[src/rtl/timer_pkg.sv]
package timer_pkg;
  localparam int         NCH      = 5;
  localparam int         PHASE_CH = 2;
  localparam int         PAIR_LO  = 3;
  localparam int         DMA_NCH  = 4;
  // per-channel block: channel index in addr[6:4], offset in addr[3:0]
  localparam logic [3:0] OFS_CTRL  = 4'h0;
  localparam logic [3:0] OFS_FLAGS = 4'h2;
  localparam logic [3:0] OFS_EN    = 4'h3;
  localparam logic [3:0] OFS_CNT   = 4'h4;
  localparam logic [3:0] OFS_GRA   = 4'h6;
  localparam logic [3:0] OFS_GRB   = 4'h8;
  localparam logic [3:0] OFS_BRA   = 4'hA;
  localparam logic [3:0] OFS_BRB   = 4'hC;
  localparam logic [6:0] ADR_START = 7'h50;
  localparam logic [6:0] ADR_SYNC  = 7'h51;
  localparam logic [6:0] ADR_MODE  = 7'h52;
  localparam logic [6:0] ADR_FUNC  = 7'h53;
  localparam logic [7:0] FLAGS_RST = 8'hF8;
  localparam logic [7:0] EN_RST    = 8'hF8;
  localparam logic [7:0] RO_MASK   = 8'hF8;
  localparam int         WRAP_BIT  = 2;
  localparam int         EVB_BIT   = 1;
  localparam int         EVA_BIT   = 0;
  localparam int         CLR_LSB   = 0;
  localparam int         CAP_A_BIT = 4;
  localparam int         CAP_B_BIT = 5;
  localparam int         BOTH_BIT  = 6;
  localparam int         PHASE_BIT = 6;
  localparam logic [1:0] CLR_A     = 2'h1;
  localparam logic [1:0] CLR_B     = 2'h2;
  localparam logic [1:0] CLR_SYNC  = 2'h3;
  localparam logic [1:0] CMB_COMP  = 2'h2;
  localparam logic [1:0] CMB_RSYNC = 2'h3;
  localparam logic [15:0] CNT_MAX  = 16'hFFFF;
  localparam logic [15:0] CNT_ZERO = 16'h0000;
endpackage : timer_pkg

[src/rtl/timer_channel_status_irq.sv]
// What this block does
// - per-channel event flags register, resets to F8 on reset and standby
// - per-channel interrupt enable register, resets to F8, all enables off
// - upper five bits of both registers read one, writes ignored
// - wrap flag sets on counter FFFF to 0000 and on 0000 to FFFF
// - downward wrap only in channel 2 phase counting or 3/4 complementary
// - flag clears by reading it as one then writing zero; one never sets
// - event B flag sets on compare match with B or capture into B
// - event A flag sets on compare match with A or capture into A
// - channels 0 to 3: DMA start by event A request clears event A flag
// - each flag requests an interrupt only when its enable bit is set
// - enable bit 2 gates the wrap interrupt request
// - enable bit 1 gates the event B interrupt request
// - enable bit 0 gates the event A interrupt request
// - counter, general and buffer registers are 16-bit, word or byte access
// - other registers are 8-bit; word access reaches both bytes of the pair in one transfer
// - counters count up except channel 2 phase counting and 3/4 complementary; general registers act as capture or compare
// - write to a grouped counter loads every grouped counter together
// - grouped counters with synchronous clear select clear together
// - PWM: pin A high at compare A, low at compare B, both compare
// - reset-sync PWM: channels 3/4 drive six pins, counter 4 uncompared
// - complementary PWM: channels 3/4 count up/down, six complementary pins
// - phase counting: channel 2 counts up/down from two clock inputs
// - after upward wrap the counter keeps counting from zero
// - compare event fires as the counter leaves the matching value
`timescale 1ns/100ps
`default_nettype none
module timer_channel_status_irq
  import timer_pkg::*;
(
  input  wire logic        clk_i,
  input  wire logic        rst_n_i,
  input  wire logic        ce_i,
  input  wire logic        standby_i,
  input  wire logic [6:0]  bus_addr_i,
  input  wire logic        bus_rd_i,
  input  wire logic        bus_wr_i,
  input  wire logic        bus_word_i,
  input  wire logic [15:0] bus_wdata_i,
  output logic      [15:0] bus_rdata_o,
  input  wire logic [4:0]  capture_compare_pin_a_i,
  input  wire logic [4:0]  capture_compare_pin_b_i,
  output logic      [4:0]  capture_compare_pin_a_o,
  output logic      [4:0]  capture_compare_pin_a_oe_o,
  output logic      [4:0]  capture_compare_pin_b_o,
  output logic      [4:0]  capture_compare_pin_b_oe_o,
  output logic             inverted_out_pin_a_o,
  output logic             inverted_out_pin_b_o,
  input  wire logic        ext_clock_in_a_i,
  input  wire logic        ext_clock_in_b_i,
  input  wire logic [3:0]  dma_ack_a_i,
  output logic      [4:0]  wrap_irq_request_o,
  output logic      [4:0]  event_a_irq_request_o,
  output logic      [4:0]  event_b_irq_request_o
);

  logic [2:0]  flg_q  [NCH];
  logic [2:0]  en_q   [NCH];
  logic [2:0]  arm_q  [NCH];
  logic [7:0]  ctrl_q [NCH];
  logic [15:0] cnt_q  [NCH];
  logic [15:0] gra_q  [NCH];
  logic [15:0] grb_q  [NCH];
  logic [15:0] bra_q  [NCH];
  logic [15:0] brb_q  [NCH];
  logic [4:0]  start_q, sync_q, dir_q, pa_q, pb_q, outa_q, outb_q;
  logic [7:0]  mode_q, func_q;
  logic        qa_q, qb_q;
  logic [2:0]  ph_q;
  logic [15:0] rdata_q;

  logic [4:0]  tick, down, cmpa, cmpb, seta, setb, wrap, clro, clr, wcnt, load;
  logic [2:0]  fclr [NCH];
  logic [2:0]  wch;
  logic [15:0] wval;
  logic        any_w, any_c, qstep, qup, pairm, compm, rsyncm;

  function automatic logic hit(input logic [6:0] t);
    hit = (bus_addr_i == t) | (bus_word_i & (bus_addr_i[6:1] == t[6:1]));
  endfunction : hit

  // word access: even byte on [15:8], odd byte on [7:0]; byte access on [7:0]
  function automatic logic [7:0] bdat(input logic [6:0] t);
    bdat = (bus_word_i & ~t[0]) ? bus_wdata_i[15:8] : bus_wdata_i[7:0];
  endfunction : bdat

  function automatic logic [15:0] wr16(input logic [15:0] o, input logic [6:0] t);
    wr16 = {hit(t) ? bdat(t) : o[15:8], hit(t | 7'h01) ? bdat(t | 7'h01) : o[7:0]};
  endfunction : wr16

  function automatic logic [6:0] adr(input int c, input logic [3:0] o);
    adr = {c[2:0], o};
  endfunction : adr

  function automatic logic [7:0] rbyte(input logic [6:0] t);
    logic [2:0] c;
    logic [15:0] w;
    c = t[6:4];
    w = 16'h0000;
    rbyte = 8'h00;
    if (t == ADR_START) rbyte = {3'h0, start_q};
    else if (t == ADR_SYNC) rbyte = {3'h0, sync_q};
    else if (t == ADR_MODE) rbyte = mode_q;
    else if (t == ADR_FUNC) rbyte = func_q;
    else if (c < 3'(NCH)) begin
      case ({t[3:1], 1'b0})
        OFS_CNT: w = cnt_q[c];
        OFS_GRA: w = gra_q[c];
        OFS_GRB: w = grb_q[c];
        OFS_BRA: w = bra_q[c];
        OFS_BRB: w = brb_q[c];
        default: w = 16'h0000;
      endcase
      case (t[3:0])
        OFS_CTRL:  rbyte = ctrl_q[c];
        OFS_FLAGS: rbyte = RO_MASK | {5'h00, flg_q[c]};
        OFS_EN:    rbyte = RO_MASK | {5'h00, en_q[c]};
        default:   rbyte = t[0] ? w[7:0] : w[15:8];
      endcase
    end
  endfunction : rbyte

  // channel events and counter control
  always_comb begin
    pairm  = func_q[1];
    compm  = func_q[1:0] == CMB_COMP;
    rsyncm = func_q[1:0] == CMB_RSYNC;
    qstep  = (ext_clock_in_a_i ^ qa_q) | (ext_clock_in_b_i ^ qb_q);
    qup    = ext_clock_in_a_i ^ qb_q;
    wch    = bus_addr_i[6:4];
    wval   = (wch < 3'(NCH)) ? wr16(cnt_q[wch], {wch, OFS_CNT}) : CNT_ZERO;
    any_w  = 1'b0;
    any_c  = 1'b0;
    for (int c = 0; c < NCH; c++) begin
      if (c == PHASE_CH && mode_q[PHASE_BIT]) begin
        tick[c] = start_q[c] & qstep;
        down[c] = ~qup;
      end else begin
        tick[c] = start_q[c];
        down[c] = (c >= PAIR_LO) & compm & dir_q[c];
      end
      // pwm and paired modes force both registers to compare
      cmpa[c] = ~ctrl_q[c][CAP_A_BIT] | mode_q[c] | ((c >= PAIR_LO) & pairm);
      cmpb[c] = ~ctrl_q[c][CAP_B_BIT] | mode_q[c] | ((c >= PAIR_LO) & pairm);
      // match fires on the tick that moves the counter off the value
      seta[c] = cmpa[c] ? (tick[c] & (cnt_q[c] == gra_q[c]))
                        : (ctrl_q[c][BOTH_BIT] ? capture_compare_pin_a_i[c] ^ pa_q[c]
                                               : capture_compare_pin_a_i[c] & ~pa_q[c]);
      setb[c] = cmpb[c] ? (tick[c] & (cnt_q[c] == grb_q[c]))
                        : (ctrl_q[c][BOTH_BIT] ? capture_compare_pin_b_i[c] ^ pb_q[c]
                                               : capture_compare_pin_b_i[c] & ~pb_q[c]);
      if (c == NCH - 1 && rsyncm) begin
        seta[c] = 1'b0;
        setb[c] = 1'b0;
      end
      wrap[c] = tick[c] & (down[c] ? cnt_q[c] == CNT_ZERO : cnt_q[c] == CNT_MAX);
      clro[c] = (ctrl_q[c][1:0] == CLR_A & seta[c]) | (ctrl_q[c][1:0] == CLR_B & setb[c]);
      wcnt[c] = bus_wr_i & (hit(adr(c, OFS_CNT)) | hit(adr(c, OFS_CNT | 4'h1)));
      any_w   = any_w | (wcnt[c] & sync_q[c]);
      any_c   = any_c | (clro[c] & sync_q[c]);
    end
    for (int c = 0; c < NCH; c++) begin
      load[c] = wcnt[c] | (sync_q[c] & any_w);
      clr[c]  = clro[c] | (sync_q[c] & any_c & ctrl_q[c][1:0] == CLR_SYNC);
      fclr[c] = (bus_wr_i & hit(adr(c, OFS_FLAGS))) ? arm_q[c] & ~3'(bdat(adr(c, OFS_FLAGS)))
                                                    : 3'h0;
      if (c < DMA_NCH && dma_ack_a_i[c]) fclr[c][EVA_BIT] = 1'b1;
    end
  end

  always_ff @(posedge clk_i or negedge rst_n_i) begin
    if (!rst_n_i) begin
      for (int c = 0; c < NCH; c++) cnt_q[c] <= CNT_ZERO;
      dir_q <= '0;
    end else if (ce_i) begin
      for (int c = 0; c < NCH; c++) begin
        if (load[c]) cnt_q[c] <= wval;
        else if (clr[c]) cnt_q[c] <= CNT_ZERO;
        else if (tick[c] & down[c]) cnt_q[c] <= cnt_q[c] - 16'h0001;
        else if (tick[c]) cnt_q[c] <= cnt_q[c] + 16'h0001;
        // complementary turn points: top of channel 3 period, and underflow
        if (!compm) dir_q[c] <= 1'b0;
        else if (tick[c] & ~dir_q[c] & cnt_q[c] == gra_q[PAIR_LO]) dir_q[c] <= 1'b1;
        else if (wrap[c] & dir_q[c]) dir_q[c] <= 1'b0;
      end
    end
  end

  always_ff @(posedge clk_i or negedge rst_n_i) begin
    if (!rst_n_i) begin
      for (int c = 0; c < NCH; c++) begin
        flg_q[c] <= FLAGS_RST[2:0];
        en_q[c]  <= EN_RST[2:0];
        arm_q[c] <= 3'h0;
      end
    end else if (ce_i) begin
      for (int c = 0; c < NCH; c++) begin
        if (standby_i) begin
          flg_q[c] <= FLAGS_RST[2:0];
          en_q[c]  <= EN_RST[2:0];
          arm_q[c] <= 3'h0;
        end else begin
          // set beats clear so a coincident event survives
          flg_q[c] <= (flg_q[c] & ~fclr[c]) | {wrap[c], setb[c], seta[c]};
          arm_q[c] <= (arm_q[c] | ((bus_rd_i & hit(adr(c, OFS_FLAGS))) ? flg_q[c] : 3'h0))
                      & ~fclr[c];
          if (bus_wr_i & hit(adr(c, OFS_EN))) en_q[c] <= 3'(bdat(adr(c, OFS_EN)));
        end
      end
    end
  end

  always_ff @(posedge clk_i or negedge rst_n_i) begin
    if (!rst_n_i) begin
      for (int c = 0; c < NCH; c++) begin
        ctrl_q[c] <= 8'h00;
        gra_q[c]  <= CNT_MAX;
        grb_q[c]  <= CNT_MAX;
        bra_q[c]  <= CNT_MAX;
        brb_q[c]  <= CNT_MAX;
      end
      start_q <= '0;
      sync_q  <= '0;
      mode_q  <= 8'h00;
      func_q  <= 8'h00;
    end else if (ce_i) begin
      if (bus_wr_i) begin
        for (int c = 0; c < NCH; c++) begin
          if (hit(adr(c, OFS_CTRL))) ctrl_q[c] <= bdat(adr(c, OFS_CTRL));
          gra_q[c] <= wr16(gra_q[c], adr(c, OFS_GRA));
          grb_q[c] <= wr16(grb_q[c], adr(c, OFS_GRB));
          bra_q[c] <= wr16(bra_q[c], adr(c, OFS_BRA));
          brb_q[c] <= wr16(brb_q[c], adr(c, OFS_BRB));
        end
        if (hit(ADR_START)) start_q <= 5'(bdat(ADR_START));
        if (hit(ADR_SYNC)) sync_q <= 5'(bdat(ADR_SYNC));
        if (hit(ADR_MODE)) mode_q <= bdat(ADR_MODE);
        if (hit(ADR_FUNC)) func_q <= bdat(ADR_FUNC);
      end
      // capture beats a CPU write in the same cycle
      for (int c = 0; c < NCH; c++) begin
        if (!cmpa[c] & seta[c]) gra_q[c] <= cnt_q[c];
        if (!cmpb[c] & setb[c]) grb_q[c] <= cnt_q[c];
      end
    end
  end

  always_ff @(posedge clk_i or negedge rst_n_i) begin
    if (!rst_n_i) begin
      pa_q    <= '0;
      pb_q    <= '0;
      qa_q    <= 1'b0;
      qb_q    <= 1'b0;
      outa_q  <= '0;
      outb_q  <= '0;
      ph_q    <= 3'h0;
      rdata_q <= 16'h0000;
    end else if (ce_i) begin
      pa_q <= capture_compare_pin_a_i;
      pb_q <= capture_compare_pin_b_i;
      qa_q <= ext_clock_in_a_i;
      qb_q <= ext_clock_in_b_i;
      for (int c = 0; c < NCH; c++) begin
        if (mode_q[c]) begin
          if (setb[c]) outa_q[c] <= 1'b0;
          else if (seta[c]) outa_q[c] <= 1'b1;
        end else begin
          if (cmpa[c] & seta[c]) outa_q[c] <= ~outa_q[c];
          if (cmpb[c] & setb[c]) outb_q[c] <= ~outb_q[c];
        end
      end
      // three phases share counter 3 as common time base
      ph_q <= {cnt_q[PAIR_LO] > grb_q[NCH-1], cnt_q[PAIR_LO] > gra_q[NCH-1],
               cnt_q[PAIR_LO] > grb_q[PAIR_LO]};
      if (bus_rd_i)
        rdata_q <= bus_word_i ? {rbyte(bus_addr_i & 7'h7E), rbyte(bus_addr_i | 7'h01)}
                              : {8'h00, rbyte(bus_addr_i)};
    end
  end

  always_comb begin
    for (int c = 0; c < NCH; c++) begin
      wrap_irq_request_o[c]    = flg_q[c][WRAP_BIT] & en_q[c][WRAP_BIT];
      event_b_irq_request_o[c] = flg_q[c][EVB_BIT] & en_q[c][EVB_BIT];
      event_a_irq_request_o[c] = flg_q[c][EVA_BIT] & en_q[c][EVA_BIT];
      capture_compare_pin_a_oe_o[c] = cmpa[c];
      capture_compare_pin_b_oe_o[c] = cmpb[c] & ~mode_q[c];
    end
    capture_compare_pin_a_o = outa_q;
    capture_compare_pin_b_o = outb_q;
    inverted_out_pin_a_o    = 1'b0;
    inverted_out_pin_b_o    = 1'b0;
    if (pairm) begin
      capture_compare_pin_a_o[PAIR_LO]   = ph_q[0];
      capture_compare_pin_b_o[PAIR_LO]   = ~ph_q[0];
      capture_compare_pin_a_o[NCH-1]     = ph_q[1];
      inverted_out_pin_a_o               = ~ph_q[1];
      capture_compare_pin_b_o[NCH-1]     = ph_q[2];
      inverted_out_pin_b_o               = ~ph_q[2];
      capture_compare_pin_b_oe_o[PAIR_LO] = 1'b1;
      capture_compare_pin_b_oe_o[NCH-1]   = 1'b1;
    end
  end

  assign bus_rdata_o = rdata_q;
endmodule : timer_channel_status_irq
`default_nettype wire

[config.mk]
export PLATFORM = sky130hd
export DESIGN_NAME = timer_channel_status_irq
export DESIGN_NICKNAME = d
export VERILOG_FILES = /design/src/rtl/timer_pkg.sv /design/src/rtl/timer_channel_status_irq.sv
export SDC_FILE = /design/constraint.sdc
export NUM_CORES = 2
export LEC_CHECK = 0
export BUFFER_PORTS_ARGS = -buffer_cell sky130_fd_sc_hd__buf_2
export CAP_MARGIN = 20
export CORE_UTILIZATION = 45
export CTS_BUF_LIST = sky130_fd_sc_hd__clkbuf_8
export DETAILED_ROUTE_END_ITERATION = 10
export PLACE_DENSITY_LB_ADDON = 0.08
export SLEW_MARGIN = 0
export SYNTH_ARGS = -nofsm -noshare
export SYNTH_HDL_FRONTEND = slang
export SYNTH_SLANG_ARGS = --single-unit
export TNS_END_PERCENT = 5
[constraint.sdc]
create_clock -name clk_i -period 5.4 [get_ports clk_i]
set_input_delay 0.27 -clock clk_i [delete_from_list [all_inputs] [get_ports clk_i]]
set_output_delay 0.27 -clock clk_i [all_outputs]
set_load 0.005 [all_outputs]
==> results.md <==
Pwr:
- Dividing total power by cell area gives a power density of 362 nW/um^2.
- The maximum resistive drop on vdd is 0.000213 V.
- Summed over all cells, the static leakage comes to 0.0167 uW.

Clocking:
- The clock-pin slew on the worst setup and hold paths is 0.06 ns.
- The TritonCTS buffer count is 101.
- The number of sinks handled by clock tree synthesis is 554.
- Buffers added to address setup during post-CTS repair amount to 0.
- The root buffer cell chosen for the clock tree is clkbuf_8.
- The TritonCTS clock tree is yes.
- The maximum clock path buffer count is 3.
- The maximum level of the CTS H-tree is 3.
- The number of gates resized after CTS was 0.
- The clock latency on the worst-skew pair is 0.75 ns.

Synth:
- The multiplexer share of the synthesized area is 14.0%.
- In this run, synthesis inferred 0 flip-flops with an integrated enable.
- The flip-flop cell with the highest count after synthesis is dfstp_2.
- For this run, the number of Yosys warnings is 0.
- The area share of the leading cell type in the synthesized netlist is 23.5%.
- Of the total synthesized cell area, the portion taken by XOR and XNOR cells is 5.09%.
- The number of flip-flops and latches in the synthesized netlist is 554.
- Synthesis produced a netlist with a net count of 3938.
- The synthesized netlist devotes 3.73% of its cell area to adder and majority cells.
- Sorting the synthesized cells by area gives the leading types as dfstp_2 23%, dfrtp_1 16%, mux4_2 6.0%.
- The synthesized netlist devotes 18.9% of its cell area to compound gates.
- The proportion of synthesized chip area in sequential cells is 39.8%.
- The biggest area contributor in the post-synthesis netlist is dfstp_2.
- The gate count after technology mapping is 3787.
- The netlist uses 89 different library cells.
- The average instance in the mapped netlist occupies 9.45 um^2.
- The synthesized netlist devotes 13.5% of its cell area to simple gates.
- The mapped netlist covers 35800 um^2.
- In the synthesized netlist the async set-or-reset flop fraction comes to 100%.
- After synthesis, the largest family of logic cells by area is compound AO/OA/AOI/OAI gates.

Timing:
- The worst setup margin is 0.754 ns.
- The final count of pins violating max slew came to 0.
- The highest clock frequency the design can meet is 0.215 GHz.
- At the pin with the least slew margin, the transition time is 1.13 ns.
- The post-route setup TNS is 0 ns.
- The portion of the clock cycle consumed by the worst path in the final layout is 86.0%.
- After layout, the minimum clock period comes to 4.65 ns.
- The clock skew is 0.0447 ns.
- Headroom to the max-slew limit came out at 24.3%.
- Setup repair after global routing left no endpoint under its margin.
- The final setup violation count is 0.
- The final count of hold timing violations is 0.

Placement:
- The placed instance area is 37500 um^2.
- Detailed placement ended at an HPWL of 115000 um.
- Including well taps, the total number of placed cells is 4768.
- The count of input and output buffers is 98.
- The pre-CTS setup slack is 0.953 ns.
- The placer congestion estimate is 1.03.

Finish:
- Summing all multi-input logic gate instances after layout gives 19900 um^2.
- The non-filler instance count after layout is 4991.
- Cells fill 50.7% of the core in the end.
- Registers take 14300 um^2.
- The library cell used most frequently in the layout, excluding fill and tap cells, is nor2_1.
- The final instance area is 40000 um^2.
- In the layout the commonest cells are 412 x nor2_1, 386 x a21oi_1, 320 x dfstp_2, 275 x nand2_1, 234 x dfrtp_1.
- The area overhead of the layout relative to synthesis is 11.7%.
- Counting the fill cells in the layout gives 7330.
- The final net count is 4002.
- Cells with a size suffix above 1 make up 26.7% of the layout.

Floorplan:
- The die area is 80700 um^2.
- The count of boundary I/O pins is 99.
- From left edge to right edge, the die measures 284 um.
- The core region is 78900 um^2.
- The initialized floorplan defines 103 standard-cell rows.
- The vertical die dimension is 284 um.
- The starting utilization of the core area is 45.4%.

Setup path:
- STA classifies the critical path startpoint as a register.
- The maximum fanout encountered on the critical timing path is 26.
- The critical path endpoint category is a register.
- STA puts the critical path data required time at 6.00 ns.
- Data on the critical path arrives at its endpoint at 5.25 ns.
- The worst setup path is of the reg -> reg kind.

Drt:
- The total vias in the final route is 32700.
- The detail-routed via count per cell is 6.55.
- The remaining design rule violation count is 0.
- Once detail routing completed, the nets flagged for antenna violations numbered 0.
- The total wire length is 159000 um.
- The count of routing violations after the opening detailed-route iteration is 4327.
- The first-pass iteration count of the detailed router is 7.
- Dividing the detail-routed wire length by the instance count gives 31.8 um.

Outcome:
- The flow ran to the end, and the final reports show no timing, DRC or antenna violations.

Min path:
- The type of the worst min-delay path is in -> reg.

GRT:
- The number of antenna violations at the first check in global routing was 7.
- The largest net degree at the start of global routing is 138.
- The wire length of the first global-routing pass is 228000 um.
- Global routing used 38.9% of the available tracks across all layers.
- The via count of the first global-routing pass was 31600.
- For this run the aggregate overflow at the end of global routing stands at 0.

Run:
- The number of maximum-capacitance constraint violations is 0.
## final timing paths
check,end,slack [ns],startpoint,depth (start not counted)
worst max-delay path,cnt_q[2],0.75,pb_q[4],11
worst min-delay path,cnt_q[63],0.05,ce_i,2
worst max register to register,cnt_q[2],0.75,pb_q[4],11
worst min register to register,outb_q[2],0.48,outb_q[2],1
max in group asynchronous,arm_q[13],3.83,rst_n_i,3
min in group asynchronous,cnt_q[5],0.23,rst_n_i,2
## state kept, by name (all words and copies together) (netlist names), 15 cells and up
| register | cells |
|---|---|
| bus_rdata_o | 16 |
| grb_q | 80 |
| brb_q | 80 |
| flg_q | 15 |
| cnt_q | 80 |
| arm_q | 15 |
| bra_q | 80 |
| en_q | 15 |
| ctrl_q | 40 |
| gra_q | 80 |
## final cells by class
type	instances	area share [%]
multi-input cells	2816	49.9
flip-flops and latches	554	35.7
repair buffers	259	4.64
clock buffers	134	4.61
well taps	1050	3.29
inverters	119	1.12
clock inverters	55	0.767
diodes	4	0.0250
## kinds of logic (layout without fill, tap and decap cells)
family                     after synthesis  count (layout)
AOI/OAI and AO/OA                     1079            1079
xor gates and xnor gates               208             208
adders and majority gates              105             105
buffers and inverters                  417             567
DFF                                    554             554
muxes                                  357             357
other                                    0               4
and+or+nand+nor                       1067            1067
## cell usage after synthesis, types with 10 or more instances
library cell and instances:
ha_1 102, a21oi_1 390, xnor2_1 115, a31oi_1 48
mux2i_1 93, nor2b_1 16, xor2_1 93, buf_4 16
o22a_1 15, or2_2 13, a32oi_1 10, dfstp_2 320
and2_1 21, a21o_1 33, and3_1 34, clkbuf_1 179
a22oi_1 102, o21a_1 26, mux4_2 95, nand4_1 52
o22ai_1 53, o2bb2ai_1 21, nor4_1 38, a211oi_1 24
dfrtp_1 234, nand3_1 82, nand2_1 275, o211ai_1 28
a221oi_1 13, or3_1 16, nand2b_1 25, buf_2 86
nor2_1 419, inv_1 115, o21ai_0 209, nor3_1 54
mux2_2 160
## worst max-delay path: stages, from the launching register on
cell	delay, ns
dfrtp_1	0.33
inv_1	0.05
ha_1	0.21
o211ai_4	0.81
o41ai_4	0.19
buf_4	0.21
a32oi_1	0.64
nor4bb_2	0.41
buf_4	0.30
a31oi_4	0.29
o21ai_4	0.64
mux2_2	0.41
## power breakdown
part           switching (uW)  internal, uW
registers                1040          5080
logic                    2410          1650
clock network            2000          2280
## per-stage QoR
stage | power (uW) | hold WS (ns)
6_report | 14500 | 0.0526
5_1_grt | 15000 | 0.0474
4_1_cts | 14300 | 0.00915
3_5_place_dp | 10000 | 0.410
3_3_place_gp | 9940 | 0.400
2_1_floorplan | 8220 | -0.0256
## layer usage
metal  global-route usage, %  up-vias  wire length, um  share of wire [%]
li1                        -    13900                -                  -
met1                    53.9    16400            64800                 41
met2                    56.6     2006            67500                 43
met3                    9.74      394            17500                 11
met4                    18.9        6             8770                5.5
met5                       0        -               36              0.023
## what timing repair did
item,4_1_cts,5_1_grt
hold buffers,17,0
endpoints found under the setup margin,0,0
hold endpoints to repair,75,0
(Power assumes the default switching activity.)
